--- config.mk ---
export PLATFORM = sky130hd
export DESIGN_NAME = trm_device_flat
export DESIGN_NICKNAME = d
export VERILOG_FILES = /design/src/core/trm_pkg.sv /design/src/core/trm_link_if.sv /design/src/core/trm_device.sv /design/src/core/trm_req_filter.sv /design/src/flat_wrapper.sv
export SDC_FILE = /design/constraint.sdc
export NUM_CORES = 1
export LEC_CHECK = 0
export BUFFER_PORTS_ARGS = -buffer_cell sky130_fd_sc_hd__buf_2
export CORE_MARGIN = 8
export CORE_UTILIZATION = 45
export CTS_CLUSTER_SIZE = 24
export DETAILED_ROUTE_END_ITERATION = 6
export GPL_TIMING_DRIVEN = 0
export PLACE_DENSITY = 0.61
export SYNTH_ARGS = -nofsm -noshare
export SYNTH_HDL_FRONTEND = slang
export SYNTH_SLANG_ARGS = --single-unit
--- constraint.sdc ---
create_clock -name hclk -period 4.31 [get_ports hclk]
set_input_delay 0.6465 -clock hclk [delete_from_list [all_inputs] [get_ports hclk]]
set_output_delay 0.6465 -clock hclk [all_outputs]
set_load 0.02 [all_outputs]
--- src/core/trm_pkg.sv ---
package trm_pkg;

  // ****************************************
  // device register map
  // ****************************************
  localparam logic [3:0] TRM_CFG_ADDR = 4'h0;
  localparam logic [3:0] TRM_ADJ_ADDR = 4'h4;
  localparam int TRM_REQ_BIT = 15;
  localparam int TRM_SEQ_BIT = 14;
  localparam int TRM_DUR_LSB = 0;
  localparam logic [15:0] TRM_CFG_RESET = 16'h0000;
  localparam logic [15:0] TRM_ADJ_RESET = 16'h4000;
  localparam logic [1:0] TRM_DUR_BAD = 2'h3;

  // ****************************************
  // timing
  // ****************************************
  localparam int TRM_CLK_PERIOD_PS = 5000;
  localparam int TRM_SETTLE_CYCLES = 60;
  localparam int TRM_REQ_LOW_MIN = 16;
  localparam int TRM_REQ_HIGH_MIN = 16;
  localparam int TRM_PU_SHORT = 16384;
  localparam int TRM_PU_LONG = 65536;
  localparam int TRM_RES_CYCLES = 1024;
  localparam int TRM_LIN0_CYCLES = 4096;
  localparam int TRM_LIN1_CYCLES = 2048;
  localparam int TRM_LIN2_CYCLES = 1024;
  localparam int TRM_PU_HOLD = 1000000000;

  // ****************************************
  // controller register map
  // ****************************************
  localparam logic [7:0] TRM_H_CTRL_OFS = 8'h00;
  localparam logic [7:0] TRM_H_STAT_OFS = 8'h04;
  localparam logic [7:0] TRM_H_DEV_OFS = 8'h08;
  localparam int TRM_C_START = 0;
  localparam int TRM_C_FORCE = 1;
  localparam int TRM_C_DSEL = 2;
  localparam int TRM_C_ECM = 3;
  localparam int TRM_C_PDI = 4;
  localparam int TRM_C_PDQ = 5;
  localparam int TRM_S_BUSY = 0;
  localparam int TRM_S_RUN = 1;
  localparam int TRM_S_HOLD = 2;
  localparam int TRM_S_DONE = 3;
  localparam logic [5:0] TRM_CTRL_RESET = 6'h00;
  localparam logic [1:0] TRM_HTRANS_NONSEQ = 2'h2;

  typedef enum logic [1:0] {TRM_POWERUP, TRM_IDLE, TRM_RUN, TRM_SETTLE} trm_state_e;
  typedef enum logic [1:0] {TRM_H_IDLE, TRM_H_LOW, TRM_H_HIGH} trm_hstate_e;

endpackage : trm_pkg

--- src/core/trm_link_if.sv ---
`timescale 1ns/100ps
interface trm_link_if;
  logic trim_request;
  logic powerup_trim_delay_select;
  logic extended_control;
  logic i_channel_powerdown;
  logic q_channel_powerdown;
  logic trim_running;
  logic reg_wr;
  logic [3:0] reg_addr;
  logic [15:0] reg_wdata;
  logic [15:0] reg_rdata;

  modport dev (
    input trim_request,
    input powerup_trim_delay_select,
    input extended_control,
    input i_channel_powerdown,
    input q_channel_powerdown,
    output trim_running,
    input reg_wr,
    input reg_addr,
    input reg_wdata,
    output reg_rdata
  );

  modport host (
    output trim_request,
    output powerup_trim_delay_select,
    output extended_control,
    output i_channel_powerdown,
    output q_channel_powerdown,
    input trim_running,
    output reg_wr,
    output reg_addr,
    output reg_wdata,
    input reg_rdata
  );
endinterface : trm_link_if

--- src/core/trm_device.sv ---
`timescale 1ns/100ps
// How it works
// - trim starts after long low then high
// - short low or high intervals are ignored
// - pin ORed with bit 15 under extended_control
// - host lowers pin and bit between trims
// - trim_running high for whole trim
// - same procedure whatever started the trim
// - power-on trim after selected delay
// - delay select toggle may start trim
// - request high at power-on skips power-on trim
// - host holds request high around select change; trm_host changes the select pin without raising request
// - host issues trim after blocked power-on
// - host fixes delay select before power
// - trim adjust register at address 4h
// - host runs one trim before relying
// - data low during trim, 60 cycles settle
// - both channels down pauses the trim
// - bit 14 picks sequence, default resistor too
// - duration field value 11b never used
module trm_device
  import trm_pkg::*;
#(
  parameter int MIN_LOW = TRM_REQ_LOW_MIN,
  parameter int MIN_HIGH = TRM_REQ_HIGH_MIN,
  parameter int PU_SHORT = TRM_PU_SHORT,
  parameter int PU_LONG = TRM_PU_LONG,
  parameter int RES_CYCLES = TRM_RES_CYCLES,
  parameter int LIN0_CYCLES = TRM_LIN0_CYCLES,
  parameter int LIN1_CYCLES = TRM_LIN1_CYCLES,
  parameter int LIN2_CYCLES = TRM_LIN2_CYCLES
) (
  input wire logic hclk,
  input wire logic hresetn,
  trm_link_if.dev link,
  output logic data_valid,
  output logic powered_down,
  output logic trim_count_odd,
  output logic resistor_trimmed
);

  // ****************************************
  // declarations
  // ****************************************
  localparam int CW = 32;

  trm_state_e state_reg;
  logic [15:0] cfg_reg;
  logic [15:0] adj_reg;
  logic [CW-1:0] cnt_reg;
  logic [CW-1:0] run_len;
  logic [CW-1:0] pu_len;
  logic strap_taken_reg;
  logic skip_reg;
  logic dsel_prev_reg;
  logic eff_req;
  logic fire;
  logic toggle;
  logic both_down;
  logic start;
  logic run_end;
  logic settle_end;
  logic pu_end;

  // ****************************************
  // trim length from adjust fields
  // ****************************************
  function automatic logic [CW-1:0] trm_run_len(input logic [15:0] adj);
    logic [CW-1:0] lin;
    lin = CW'(LIN0_CYCLES);
    case (adj[TRM_DUR_LSB +: 2])
      2'h1: lin = CW'(LIN1_CYCLES);
      2'h2: lin = CW'(LIN2_CYCLES);
      default: lin = CW'(LIN0_CYCLES);
    endcase
    if (adj[TRM_SEQ_BIT]) begin
      lin = lin + CW'(RES_CYCLES);
    end
    return lin;
  endfunction : trm_run_len

  assign run_len = trm_run_len(adj_reg);
  assign pu_len = link.powerup_trim_delay_select ? CW'(PU_LONG) : CW'(PU_SHORT);
  assign eff_req = link.trim_request | (link.extended_control & cfg_reg[TRM_REQ_BIT]);
  assign toggle = strap_taken_reg && (link.powerup_trim_delay_select != dsel_prev_reg);
  assign both_down = link.i_channel_powerdown & link.q_channel_powerdown;
  assign start = fire | toggle;
  assign run_end = (state_reg == TRM_RUN) && !both_down && (cnt_reg >= run_len - 1'b1);
  assign settle_end = (state_reg == TRM_SETTLE) && (cnt_reg == CW'(TRM_SETTLE_CYCLES - 1));
  assign pu_end = (state_reg == TRM_POWERUP) && strap_taken_reg && !skip_reg && !eff_req &&
                  (cnt_reg >= pu_len - 1'b1);

  // ****************************************
  // request filter
  // ****************************************
  trm_req_filter #(
    .MIN_LOW(MIN_LOW),
    .MIN_HIGH(MIN_HIGH)
  ) u_filter (
    .hclk(hclk),
    .hresetn(hresetn),
    .req(eff_req),
    .fire(fire)
  );

  // ****************************************
  // power-on strap
  // ****************************************
  always_ff @(posedge hclk or negedge hresetn) begin
    if (!hresetn) begin
      strap_taken_reg <= 1'b0;
      skip_reg <= 1'b0;
    end else if (!strap_taken_reg) begin
      strap_taken_reg <= 1'b1;
      skip_reg <= link.trim_request;
    end
  end

  always_ff @(posedge hclk or negedge hresetn) begin
    if (!hresetn) begin
      dsel_prev_reg <= 1'b0;
    end else begin
      dsel_prev_reg <= link.powerup_trim_delay_select;
    end
  end

  // ****************************************
  // sequencer
  // ****************************************
  always_ff @(posedge hclk or negedge hresetn) begin
    if (!hresetn) begin
      state_reg <= TRM_POWERUP;
    end else begin
      case (state_reg)
        TRM_POWERUP: begin
          if (strap_taken_reg && (skip_reg || eff_req)) begin
            state_reg <= TRM_IDLE;
          end else if (pu_end) begin
            state_reg <= TRM_RUN;
          end
        end
        TRM_IDLE: begin
          if (start) begin
            state_reg <= TRM_RUN;
          end
        end
        TRM_RUN: begin
          if (run_end) begin
            state_reg <= TRM_SETTLE;
          end
        end
        TRM_SETTLE: begin
          if (start) begin
            state_reg <= TRM_RUN;
          end else if (settle_end) begin
            state_reg <= TRM_IDLE;
          end
        end
        default: state_reg <= TRM_IDLE;
      endcase
    end
  end

  // shared cycle counter
  always_ff @(posedge hclk or negedge hresetn) begin
    if (!hresetn) begin
      cnt_reg <= '0;
    end else begin
      case (state_reg)
        TRM_POWERUP: begin
          if (toggle || !strap_taken_reg) begin
            cnt_reg <= '0;
          end else if (!pu_end) begin
            cnt_reg <= cnt_reg + 1'b1;
          end else begin
            cnt_reg <= '0;
          end
        end
        TRM_RUN: begin
          if (run_end) begin
            cnt_reg <= '0;
          end else if (!both_down) begin
            cnt_reg <= cnt_reg + 1'b1;
          end
        end
        TRM_SETTLE: begin
          if (start || settle_end) begin
            cnt_reg <= '0;
          end else begin
            cnt_reg <= cnt_reg + 1'b1;
          end
        end
        default: cnt_reg <= '0;
      endcase
    end
  end

  // ****************************************
  // status outputs
  // ****************************************
  always_ff @(posedge hclk or negedge hresetn) begin
    if (!hresetn) begin
      link.trim_running <= 1'b0;
    end else if (run_end) begin
      link.trim_running <= 1'b0;
    end else if (pu_end || ((state_reg == TRM_IDLE || state_reg == TRM_SETTLE) && start)) begin
      link.trim_running <= 1'b1;
    end
  end

  always_ff @(posedge hclk or negedge hresetn) begin
    if (!hresetn) begin
      data_valid <= 1'b1;
    end else begin
      data_valid <= (state_reg == TRM_IDLE && !start) || (state_reg == TRM_POWERUP && !pu_end) ||
                    (settle_end && !start);
    end
  end

  always_ff @(posedge hclk or negedge hresetn) begin
    if (!hresetn) begin
      powered_down <= 1'b0;
    end else begin
      powered_down <= both_down;
    end
  end

  always_ff @(posedge hclk or negedge hresetn) begin
    if (!hresetn) begin
      trim_count_odd <= 1'b0;
    end else if (run_end) begin
      trim_count_odd <= ~trim_count_odd;
    end
  end

  always_ff @(posedge hclk or negedge hresetn) begin
    if (!hresetn) begin
      resistor_trimmed <= 1'b0;
    end else if (run_end && adj_reg[TRM_SEQ_BIT]) begin
      resistor_trimmed <= 1'b1;
    end
  end

  // ****************************************
  // registers
  // ****************************************
  always_ff @(posedge hclk or negedge hresetn) begin
    if (!hresetn) begin
      cfg_reg <= TRM_CFG_RESET;
    end else if (link.reg_wr && link.reg_addr == TRM_CFG_ADDR) begin
      cfg_reg <= link.reg_wdata;
    end
  end

  always_ff @(posedge hclk or negedge hresetn) begin
    if (!hresetn) begin
      adj_reg <= TRM_ADJ_RESET;
    end else if (link.reg_wr && link.reg_addr == TRM_ADJ_ADDR) begin
      adj_reg <= link.reg_wdata;
    end
  end

  always_ff @(posedge hclk or negedge hresetn) begin
    if (!hresetn) begin
      link.reg_rdata <= '0;
    end else if (link.reg_addr == TRM_CFG_ADDR) begin
      link.reg_rdata <= cfg_reg;
    end else if (link.reg_addr == TRM_ADJ_ADDR) begin
      link.reg_rdata <= adj_reg;
    end else begin
      link.reg_rdata <= '0;
    end
  end

endmodule : trm_device

--- src/core/trm_req_filter.sv ---
`timescale 1ns/100ps
module trm_req_filter
  import trm_pkg::*;
#(
  parameter int MIN_LOW = TRM_REQ_LOW_MIN,
  parameter int MIN_HIGH = TRM_REQ_HIGH_MIN
) (
  input wire logic hclk,
  input wire logic hresetn,
  input wire logic req,
  output logic fire
);
  localparam int LW = $clog2(MIN_LOW + 1);
  localparam int HW = $clog2(MIN_HIGH + 1);
  localparam logic [LW-1:0] LOW_LAST = LW'(MIN_LOW - 1);
  localparam logic [HW-1:0] HIGH_LAST = HW'(MIN_HIGH - 1);

  logic [LW-1:0] low_cnt_reg;
  logic [HW-1:0] high_cnt_reg;
  logic armed_reg;
  logic hit;

  assign hit = req && armed_reg && (high_cnt_reg == HIGH_LAST);

  // consecutive low cycles, saturating
  always_ff @(posedge hclk or negedge hresetn) begin
    if (!hresetn) begin
      low_cnt_reg <= '0;
    end else if (req) begin
      low_cnt_reg <= '0;
    end else if (low_cnt_reg != LOW_LAST) begin
      low_cnt_reg <= low_cnt_reg + 1'b1;
    end
  end

  // armed only after a full low interval
  always_ff @(posedge hclk or negedge hresetn) begin
    if (!hresetn) begin
      armed_reg <= 1'b0;
    end else if (!req) begin
      armed_reg <= (low_cnt_reg == LOW_LAST);
    end else if (hit) begin
      armed_reg <= 1'b0;
    end
  end

  // consecutive high cycles after arming
  always_ff @(posedge hclk or negedge hresetn) begin
    if (!hresetn) begin
      high_cnt_reg <= '0;
    end else if (!req || !armed_reg || hit) begin
      high_cnt_reg <= '0;
    end else begin
      high_cnt_reg <= high_cnt_reg + 1'b1;
    end
  end

  always_ff @(posedge hclk or negedge hresetn) begin
    if (!hresetn) begin
      fire <= 1'b0;
    end else begin
      fire <= hit;
    end
  end
endmodule : trm_req_filter

--- src/flat_wrapper.sv ---
// flat-port wrapper written by rule: the top's interface ports become plain ports
module trm_device_flat import trm_pkg::*;
#(
  parameter int MIN_LOW = TRM_REQ_LOW_MIN,
  parameter int MIN_HIGH = TRM_REQ_HIGH_MIN,
  parameter int PU_SHORT = TRM_PU_SHORT,
  parameter int PU_LONG = TRM_PU_LONG,
  parameter int RES_CYCLES = TRM_RES_CYCLES,
  parameter int LIN0_CYCLES = TRM_LIN0_CYCLES,
  parameter int LIN1_CYCLES = TRM_LIN1_CYCLES,
  parameter int LIN2_CYCLES = TRM_LIN2_CYCLES
)
  (hclk, hresetn, data_valid, powered_down, trim_count_odd, resistor_trimmed, link_trim_request, link_powerup_trim_delay_select, link_extended_control, link_i_channel_powerdown, link_q_channel_powerdown, link_trim_running, link_reg_wr, link_reg_addr, link_reg_wdata, link_reg_rdata);
  trm_link_if link_i ();
  input wire logic hclk;
  input wire logic hresetn;
  output logic data_valid;
  output logic powered_down;
  output logic trim_count_odd;
  output logic resistor_trimmed;
  input wire logic [$bits(link_i.trim_request)-1:0] link_trim_request;
  input wire logic [$bits(link_i.powerup_trim_delay_select)-1:0] link_powerup_trim_delay_select;
  input wire logic [$bits(link_i.extended_control)-1:0] link_extended_control;
  input wire logic [$bits(link_i.i_channel_powerdown)-1:0] link_i_channel_powerdown;
  input wire logic [$bits(link_i.q_channel_powerdown)-1:0] link_q_channel_powerdown;
  output wire logic [$bits(link_i.trim_running)-1:0] link_trim_running;
  input wire logic [$bits(link_i.reg_wr)-1:0] link_reg_wr;
  input wire logic [$bits(link_i.reg_addr)-1:0] link_reg_addr;
  input wire logic [$bits(link_i.reg_wdata)-1:0] link_reg_wdata;
  output wire logic [$bits(link_i.reg_rdata)-1:0] link_reg_rdata;
  assign link_i.trim_request = link_trim_request;
  assign link_i.powerup_trim_delay_select = link_powerup_trim_delay_select;
  assign link_i.extended_control = link_extended_control;
  assign link_i.i_channel_powerdown = link_i_channel_powerdown;
  assign link_i.q_channel_powerdown = link_q_channel_powerdown;
  assign link_trim_running = link_i.trim_running;
  assign link_i.reg_wr = link_reg_wr;
  assign link_i.reg_addr = link_reg_addr;
  assign link_i.reg_wdata = link_reg_wdata;
  assign link_reg_rdata = link_i.reg_rdata;
  trm_device #(.MIN_LOW(MIN_LOW), .MIN_HIGH(MIN_HIGH), .PU_SHORT(PU_SHORT), .PU_LONG(PU_LONG), .RES_CYCLES(RES_CYCLES), .LIN0_CYCLES(LIN0_CYCLES), .LIN1_CYCLES(LIN1_CYCLES), .LIN2_CYCLES(LIN2_CYCLES)) u_core (.hclk(hclk), .hresetn(hresetn), .link(link_i), .data_valid(data_valid), .powered_down(powered_down), .trim_count_odd(trim_count_odd), .resistor_trimmed(resistor_trimmed));
endmodule
==> results of run 1 <==
==> per-layer routing <==
metal	track usage	vias to the layer above	wire, um
li1	-	1627	-
met1	0.170	1630	4240
met2	0.233	56	4630
met3	0.0416	14	376
met4	0.0530	0	160
met5	0	-	0
==> stage by stage <==
step | util | instance area (um^2) | worst slack, ps
floorplan | - | 4760 | 1330
global placement | 0.501 | 5170 | 954
detailed placement | 0.504 | 5200 | 935
CTS | 0.525 | 5420 | 894
global route | 0.525 | 5420 | 682
finish | 0.525 | 5420 | 974
==> worst paths after layout <==
path                                                     start                             endpoint  slack (ps)
max in group asynchronous                              hresetn       u_core.adj_reg[14]$_DFFE_PN1P_        3290
hold / removal                                         hresetn        u_core.powered_down$_DFF_PN0_         270
hold reg to reg            u_core.resistor_trimmed$_DFFE_PN0P_  u_core.resistor_trimmed$_DFFE_PN0P_         460
min in group hclk               link_powerup_trim_delay_select       u_core.dsel_prev_reg$_DFF_PN0_         430
setup / recovery                u_core.adj_reg[14]$_DFFE_PN1P_        u_core.cnt_reg[9]$_DFFE_PN0P_         970
setup reg to reg                u_core.adj_reg[14]$_DFFE_PN1P_        u_core.cnt_reg[9]$_DFFE_PN0P_         970
==> worst max-delay path, cell delays in order, from the launching register on <==
cell and delay, ps:
sky130_fd_sc_hd__dfstp_2 530, sky130_fd_sc_hd__clkbuf_1 290, sky130_fd_sc_hd__xor2_1 220, sky130_fd_sc_hd__inv_1 60
sky130_fd_sc_hd__ha_1 270, sky130_fd_sc_hd__ha_1 290, sky130_fd_sc_hd__a211oi_1 180, sky130_fd_sc_hd__o21ai_0 130
sky130_fd_sc_hd__a2111oi_2 510, sky130_fd_sc_hd__nand2_1 90, sky130_fd_sc_hd__and3_1 200, sky130_fd_sc_hd__buf_4 160
sky130_fd_sc_hd__buf_8 150, sky130_fd_sc_hd__nor3_2 170
==> cells by family after synthesis <==
group,synth area share
DFF,0.536
other,0.000787
and+or+nand+nor,0.190
xor gates and xnor gates,0.0551
buffers and inverters,0.0276
muxes,0.0822
adders and majority gates,0.0368
AOI/OAI and AO/OA,0.0714
==> cell type report <==
type	instances	area (um^2)	share of cell area
multi-input cells	294	2080	0.384
flip-flops and latches	102	2550	0.472
clock inverters	5	68.8	0.0127
well taps	136	170	0.0314
clock buffers	11	141	0.0261
inverters	13	48.8	0.00901
plain buffers	14	82.6	0.0152
repair buffers	49	270	0.0499
==> power by group through the flow <==
stage | Clock, W | Combinational (W) | Sequential, W
4_1_cts | 0.000649 | 0.000460 | 0.00116
3_5_place_dp | 0 | 0.000459 | 0.00118
2_1_floorplan | 0 | 0.000318 | 0.00117
6_report | 0.000622 | 0.000448 | 0.00116
3_3_place_gp | 0 | 0.000440 | 0.00117
5_1_grt | 0.000688 | 0.000509 | 0.00118
==> synthesized netlist by cell type (all sizes together) <==
cell type / n / area share
a2111oi: 1 / 0.0032
or2: 2 / 0.0026
dfrtp: 100 / 0.53
a211oi: 2 / 0.0032
clkbuf: 10 / 0.0079
o21ba: 1 / 0.0021
and2: 1 / 0.0013
a41oi: 1 / 0.0018
nor4b: 1 / 0.0032
inv: 13 / 0.010
o31ai: 1 / 0.0016
a31oi: 1 / 0.0013
xnor2: 13 / 0.024
a21o: 2 / 0.0032
a21oi: 5 / 0.0053
nand2: 19 / 0.015
nand4b: 1 / 0.0018
a22o: 16 / 0.029
o22a: 1 / 0.0018
nor2: 54 / 0.043
a221o: 1 / 0.0021
nand3b: 1 / 0.0016
xor2: 17 / 0.031
conb: 1 / 0.00079
ha: 14 / 0.037
nor4: 11 / 0.016
dfstp: 2 / 0.011
mux2i: 2 / 0.0042
and3: 14 / 0.018
buf: 4 / 0.0095
or3: 1 / 0.0013
nor3: 17 / 0.027
nand4: 12 / 0.016
and4: 9 / 0.017
mux2: 33 / 0.078
nand2b: 1 / 0.0013
o21ai: 13 / 0.014
nor2b: 3 / 0.0039
nand3: 20 / 0.021
o22ai: 1 / 0.0013
o21a: 1 / 0.0016
==> reports/qor.log, run 1 <==
[timing] Slew Limit Headroom 0.375
[drt] number of remaining DRC errors 0
[placed_design] GP Congestion 0.806
[drt] number of nets with antenna violations after routing 0
[clocking] clock slew at reported path FFs 100 ps
[clocking] count of hold buffers inserted by post-cts repair 0
[synthesis] syn avg cell area 11.3 um^2
[die] core area 10300 um^2
[placed_design] Inst Count DP 608
[timing] clock skew after layout 13.7 ps
[layout] Layout Nets 525
[layout] flip-flop count of the largest register, all copies and words added 32
[timing] post-route setup TNS 0 ps
[die] floorplan die width 119 um
[clocking] postcts setup bufs 0
[layout] Syn-to-layout area delta 13.7%
[power] share of total power in the clock network 0.279
[synthesis] cell area after synthesis 4760 um^2
[timing] max-slew violation count 0
[timing] final number of hold-violating endpoints 0
[placed_design] Port Buf Inserts 48
[layout] leading cell type in the layout, fill and taps excluded sky130_fd_sc_hd__dfrtp_1
[run] max capacitance violation total 0
[clocking] CTS tree yes
[layout] fraction of final layout cells with drive strength greater than 1 0.244
[synthesis] Seq cells post-synth 102
[timing] time the final worst path needs with I/O delays and setup 3340 ps
[global_route] antenna violations before repair 0
[power] PD cells 412 nW/um^2
[layout] Inserted Diodes 0
[drt] vias per inst 5.33
[timing] worst-case hold slack 268 ps
[clocking] buffer levels on the longest clock path 2
[drt] Iter 0 DRT Violations 113
[power] internal power 0.00157 W
[clocking] H-tree lvl count 3
[worst_hold_path] Hold WC Path Type in -> async
[timing] Worst Tran Pin Value 931 ps
[setup_path] type of origin of the critical path register
[setup_path] logic depth of the worst register-to-register path 13
[power] sequential share of power 0.520
[die] initial core utilization 0.462
[drt] vias 3327
[die] IO Pins 49
[timing] fmax 300 MHz
[global_route] largest net degree at the start of global routing 57
[layout] layout filler cell count 945
[timing] final setup violation count 0
[clocking] number of buffers inserted during clock tree synthesis 9
[die] std cell rows 37
[setup_path] critical path fanouts, max 10
[power] proportion of power drawn by combinational gates 0.201
[run_status] run status finished, final reports clean
[die] area of the die 14100 um^2
[drt] first-pass iteration count of the detailed router 4
[setup_path] CP required 4600 ps
[global_route] wire length of the first global-routing pass 16200 um
[power] P_leak 2.57 nW
[global_route] number of global-route vias before repair 3392
[layout] commonest non-fill, non-tap cells in the layout sky130_fd_sc_hd__dfrtp_1, sky130_fd_sc_hd__nor2_1, sky130_fd_sc_hd__buf_2, sky130_fd_sc_hd__mux2_2, sky130_fd_sc_hd__nand3_1
[synthesis] Unique masters post-synth 46
[timing] unrepaired setup endpoints after global routing no
[die] height of the die 119 um
[timing] final cycle utilization of the critical path 0.774
[setup_path] kind of critical path reg -> reg
[synthesis] Syn Nets 465
[drt] post-detailed-route wirelength per cell 15.1 um
[drt] Post-Route WL 9410 um
[clocking] sink count of the clock tree 102
[power] maximum resistive drop on vdd 0.277 mV
[power] Sw Pwr 0.000655 W
[layout] fin cells 624
[synthesis] Gate Count Post-Synth 423
[power] switch share 0.294
[clocking] Worst-Skew Late Latency 370 ps
[placed_design] Final HPWL DP 6850 um
[power] Overall Power 0.00223 W
[setup_path] data arrival at the endpoint of the critical path 3630 ps
[setup_path] sort of element at the end of the critical path register
[global_route] leftover overflow at the end of global routing 0
[global_route] total track usage 0.140
[clocking] Root Buffer Master sky130_fd_sc_hd__clkbuf_8
[synthesis] Seq/Total Area, Yosys 0.536
[synthesis] Yosys warning total 0
[clocking] post-cts gate resize count 0
Note: power is estimated with default switching activity, not from simulation.
==> inputs of run 2 (changes only) <==
--- a/config.mk
+++ b/config.mk
@@ -5,13 +5,14 @@
 export SDC_FILE = /design/constraint.sdc
 export NUM_CORES = 1
 export LEC_CHECK = 0
+export ABC_AREA = 1
 export BUFFER_PORTS_ARGS = -buffer_cell sky130_fd_sc_hd__buf_2
 export CORE_MARGIN = 8
 export CORE_UTILIZATION = 45
 export CTS_CLUSTER_SIZE = 24
 export DETAILED_ROUTE_END_ITERATION = 6
 export GPL_TIMING_DRIVEN = 0
-export PLACE_DENSITY = 0.61
+export PLACE_DENSITY = 0.63
 export SYNTH_ARGS = -nofsm -noshare
 export SYNTH_HDL_FRONTEND = slang
 export SYNTH_SLANG_ARGS = --single-unit
==> constraint.sdc (replaced) <==
create_clock -name hclk -period 2.7 [get_ports hclk]
set_input_delay 0.405 -clock hclk [delete_from_list [all_inputs] [get_ports hclk]]
set_output_delay 0.405 -clock hclk [all_outputs]
set_load 0.02 [all_outputs]
==> run 2 against run 1 <==
Net effect:
- the run now ends with setup timing left
- power is 91% higher
- sequential power is 55% higher
- via count is 38% higher
- clock skew is 5.0 ps lower
- clock-buffer cell count is 1 lower
- largest cell class is now multi-input gates
==> reports/qor.log, run 2 <==
[drt] Post-Route WL 12500 um [+33%]
[synthesis] number of enable-type register cells in the synthesized netlist 0 [unchanged]
[placed_design] Final HPWL DP 8610 um [+26%]
[die] IO Pins 49 [unchanged]
[clocking] buffer levels on the longest clock path 2 [unchanged]
[layout] Syn-to-layout area delta 18.1%
[synthesis] Yosys warning total 0 [unchanged]
[timing] clock skew after layout 8.69 ps [-5.02 ps]
[synthesis] leading cell types by total area after synthesis sky130_fd_sc_hd__dfrtp_1, sky130_fd_sc_hd__nand2_1, sky130_fd_sc_hd__nor2_1
[clocking] CTS tree yes
[synthesis] Seq/Total Area, Yosys 0.473 [-0.0628]
[global_route] leftover overflow at the end of global routing 0 [unchanged]
[layout] leading cell type in the layout, fill and taps excluded sky130_fd_sc_hd__nand2_1
[placed_design] Port Buf Inserts 48 [unchanged]
[die] area of the die 15800 um^2 [+11%]
[die] floorplan die width 126 um [+5.6%]
[die] core area 11900 um^2 [+15%]
[placed_design] GP Congestion 0.829 [+2.8%]
[drt] vias per inst 5.02 [-5.9%]
[worst_hold_path] Hold WC Path Type in -> async
[synthesis] post-synth top area share 0.464 [-0.0615]
[timing] worst-case hold slack 94.0 ps [-174 ps]
[synthesis] cell types with the highest counts after synthesis sky130_fd_sc_hd__nand2_1, sky130_fd_sc_hd__dfrtp_1, sky130_fd_sc_hd__nor2_1, sky130_fd_sc_hd__inv_1, sky130_fd_sc_hd__o21ai_0
[synthesis] ys flop type sky130_fd_sc_hd__dfrtp_1
[global_route] largest net degree at the start of global routing 53 [-7.0%]
[timing] final number of hold-violating endpoints 0 [unchanged]
[synthesis] syn avg cell area 7.79 um^2 [-31%]
[global_route] most heavily used metal layer in global routing met2
[drt] vias 4588 [+38%]
[clocking] sink count of the clock tree 102 [unchanged]
[synthesis] cell area after synthesis 5400 um^2 [+13%]
[synthesis] Async SR Flop Fraction 1.00 [unchanged]
[timing] Worst Tran Pin Value 673 ps [-258 ps]
[clocking] clock slew at reported path FFs 70 ps [-30 ps]
[global_route] wire length of the first global-routing pass 21600 um [+34%]
[run_status] violations in the final reports setup timing
[layout] flip-flop count of the largest register, all copies and words added 32 [unchanged]
[synthesis] Syn Nets 735 [+58%]
[placed_design] placement-stage worst setup slack -301 ps [-1240 ps]
[power] P_leak 3.24 nW [+26%]
[layout] Inserted Diodes 0 [unchanged]
[layout] layout filler cell count 1105 [+17%]
[global_route] number of global-route vias before repair 4676 [+38%]
[drt] number of remaining DRC errors 0 [unchanged]
[global_route] total track usage 0.165 [+0.0247]
[timing] fmax 363 MHz [+21%]
[drt] first-pass iteration count of the detailed router 4 [unchanged]
[drt] number of nets with antenna violations after routing 0 [unchanged]
[setup_path] CP required 2940 ps [-1660 ps]
[synthesis] Unique masters post-synth 37 [-20%]
[global_route] met2 Use GR 0.279 [+0.0463]
[run_status] run status finished, violations left
[synthesis] Seq cells post-synth 102 [unchanged]
[die] height of the die 126 um [+5.6%]
[timing] unrepaired setup endpoints after global routing yes
[synthesis] Gate Count Post-Synth 693 [+64%]
[run] max capacitance violation total 0 [unchanged]
[die] std cell rows 40 [+8.1%]
[clocking] Root Buffer Master sky130_fd_sc_hd__clkbuf_16
[die] initial core utilization 0.455 [-0.00656]
[timing] max-slew violation count 0 [unchanged]
[clocking] H-tree lvl count 3 [unchanged]
[timing] final cycle utilization of the critical path 1.02 [+0.245]
[clocking] Worst-Skew Late Latency 350 ps [-20 ps]
[drt] Iter 0 DRT Violations 293 [+160%]
[setup_path] critical path fanouts, max 8 [-2]
[setup_path] type of origin of the critical path register
[global_route] antenna violations before repair 0 [unchanged]
[setup_path] sort of element at the end of the critical path register
[synthesis] biggest area consumer among synthesized cells sky130_fd_sc_hd__dfrtp_1
[power] maximum resistive drop on vdd 0.533 mV [+92%]
[layout] fraction of final layout cells with drive strength greater than 1 0.215 [-0.0287]
[synthesis] dominant cell by count in the synthesized netlist sky130_fd_sc_hd__nand2_1
[global_route] GR Util met3 0.0442 [+0.00263]
[clocking] count of hold buffers inserted by post-cts repair 0 [unchanged]
[timing] Slew Limit Headroom 0.551 [+0.177]
[setup_path] kind of critical path reg -> reg
[timing] time the final worst path needs with I/O delays and setup 2750 ps [-584 ps]
[power] Overall Power 0.00426 W [+91%]
[drt] post-detailed-route wirelength per cell 13.7 um [-9.4%]
[timing] final setup violation count 30 [+30]
[layout] commonest non-fill, non-tap cells in the layout sky130_fd_sc_hd__nand2_1, sky130_fd_sc_hd__dfrtp_1, sky130_fd_sc_hd__nor2_1, sky130_fd_sc_hd__inv_1, sky130_fd_sc_hd__buf_2
[power] PD cells 668 nW/um^2 [+62%]
[timing] final setup margin -51.8 ps [-1030 ps]
[setup_path] data arrival at the endpoint of the critical path 2990 ps [-640 ps]
[global_route] GR Layer Usage met1 0.200 [+0.0304]
[clocking] number of buffers inserted during clock tree synthesis 9 [unchanged]
[layout] Layout Nets 804 [+53%]
==> run 2: path summary, 6_finish.rpt <==
path / start / end / slack (ps) / depth (start not counted)
min: hresetn / u_core.cnt_reg[7]$_DFFE_PN0P_ / 90 / 1
max in group asynchronous: hresetn / u_core.adj_reg[14]$_DFFE_PN1P_ / 1860 / 2
min reg2reg: u_core.u_filter.high_cnt_reg[0]$_DFF_PN0_ / u_core.u_filter.high_cnt_reg[0]$_DFF_PN0_ / 470 / 1
max reg2reg: u_core.adj_reg[0]$_DFFE_PN0P_ / u_core.cnt_reg[6]$_DFFE_PN0P_ / -50 / 21
min in group hclk: link_powerup_trim_delay_select / u_core.dsel_prev_reg$_DFF_PN0_ / 220 / 1
max: u_core.adj_reg[0]$_DFFE_PN0P_ / u_core.cnt_reg[6]$_DFFE_PN0P_ / -50 / 21
==> run 2: layer usage <==
layer  up-vias  part of all wire
met1      2154              0.46
met2       107              0.48
li1       2310                 -
met5         -                 0
met4         0             0.013
met3        17             0.050
==> run 2: cell type report <==
cell class | instances | area [um^2] | share of cell area
multi-input cells | 490 | 2570 | 0.403
clock buffers | 10 | 239 | 0.0375
flip-flops and latches | 102 | 2550 | 0.401
plain buffers | 27 | 140 | 0.0220
repair buffers | 59 | 357 | 0.0560
well taps | 147 | 184 | 0.0289
inverters | 73 | 274 | 0.0430
clock inverters | 6 | 55.1 | 0.00864
==> run 2: per-stage QoR <==
step                      instances  TNS, ps   util  instance area (um^2)
after floorplan                 693        0      -                  5400
after global placement          888    -7560  0.491                  5820
after detailed placement        889    -9090  0.493                  5850
after CTS                       913        0  0.526                  6240
after global routing            914    -4550  0.537                  6370
final                           914     -742  0.537                  6370
==> run 2: worst max-delay path, cell delays in order, from the launching register on <==
cell	delay [ps]
sky130_fd_sc_hd__dfrtp_1	390
sky130_fd_sc_hd__inv_2	90
sky130_fd_sc_hd__ha_4	150
sky130_fd_sc_hd__nand2_2	50
sky130_fd_sc_hd__inv_2	50
sky130_fd_sc_hd__or2_4	130
sky130_fd_sc_hd__inv_2	40
sky130_fd_sc_hd__o41ai_2	310
sky130_fd_sc_hd__inv_1	120
sky130_fd_sc_hd__ha_4	290
sky130_fd_sc_hd__nand2_4	50
sky130_fd_sc_hd__inv_2	50
sky130_fd_sc_hd__nand3_2	50
sky130_fd_sc_hd__nand2_1	80
sky130_fd_sc_hd__nor2_1	40
sky130_fd_sc_hd__nand2_2	100
sky130_fd_sc_hd__nand2_4	70
sky130_fd_sc_hd__a21oi_4	160
sky130_fd_sc_hd__nand2_4	140
sky130_fd_sc_hd__buf_6	170
sky130_fd_sc_hd__nand2_1	60
sky130_fd_sc_hd__nand2_1	40
==> run 2: cells by family after synthesis <==
family                     synth area share
buffers and inverters                0.0774
DFF                                   0.473
adders and majority gates            0.0325
and+or+nand+nor                       0.300
xor gates and xnor gates             0.0243
AOI/OAI and AO/OA                    0.0916
other                              0.000695
==> run 2: timing repair <==
item / in CTS / in global routing
cloned: 3 / 0
buffers inserted: 6 / 1
endpoints found under the setup margin: 35 / 33
pin swaps: 3 / 11
resized for setup: 13 / 41
==> run 2: power breakdown <==
group / switching (W) / total, W / internal (W)
logic: 0.000727 / 0.00118 / 0.000457
clock network: 0.000607 / 0.00127 / 0.000665
registers: 0.000112 / 0.00180 / 0.00169
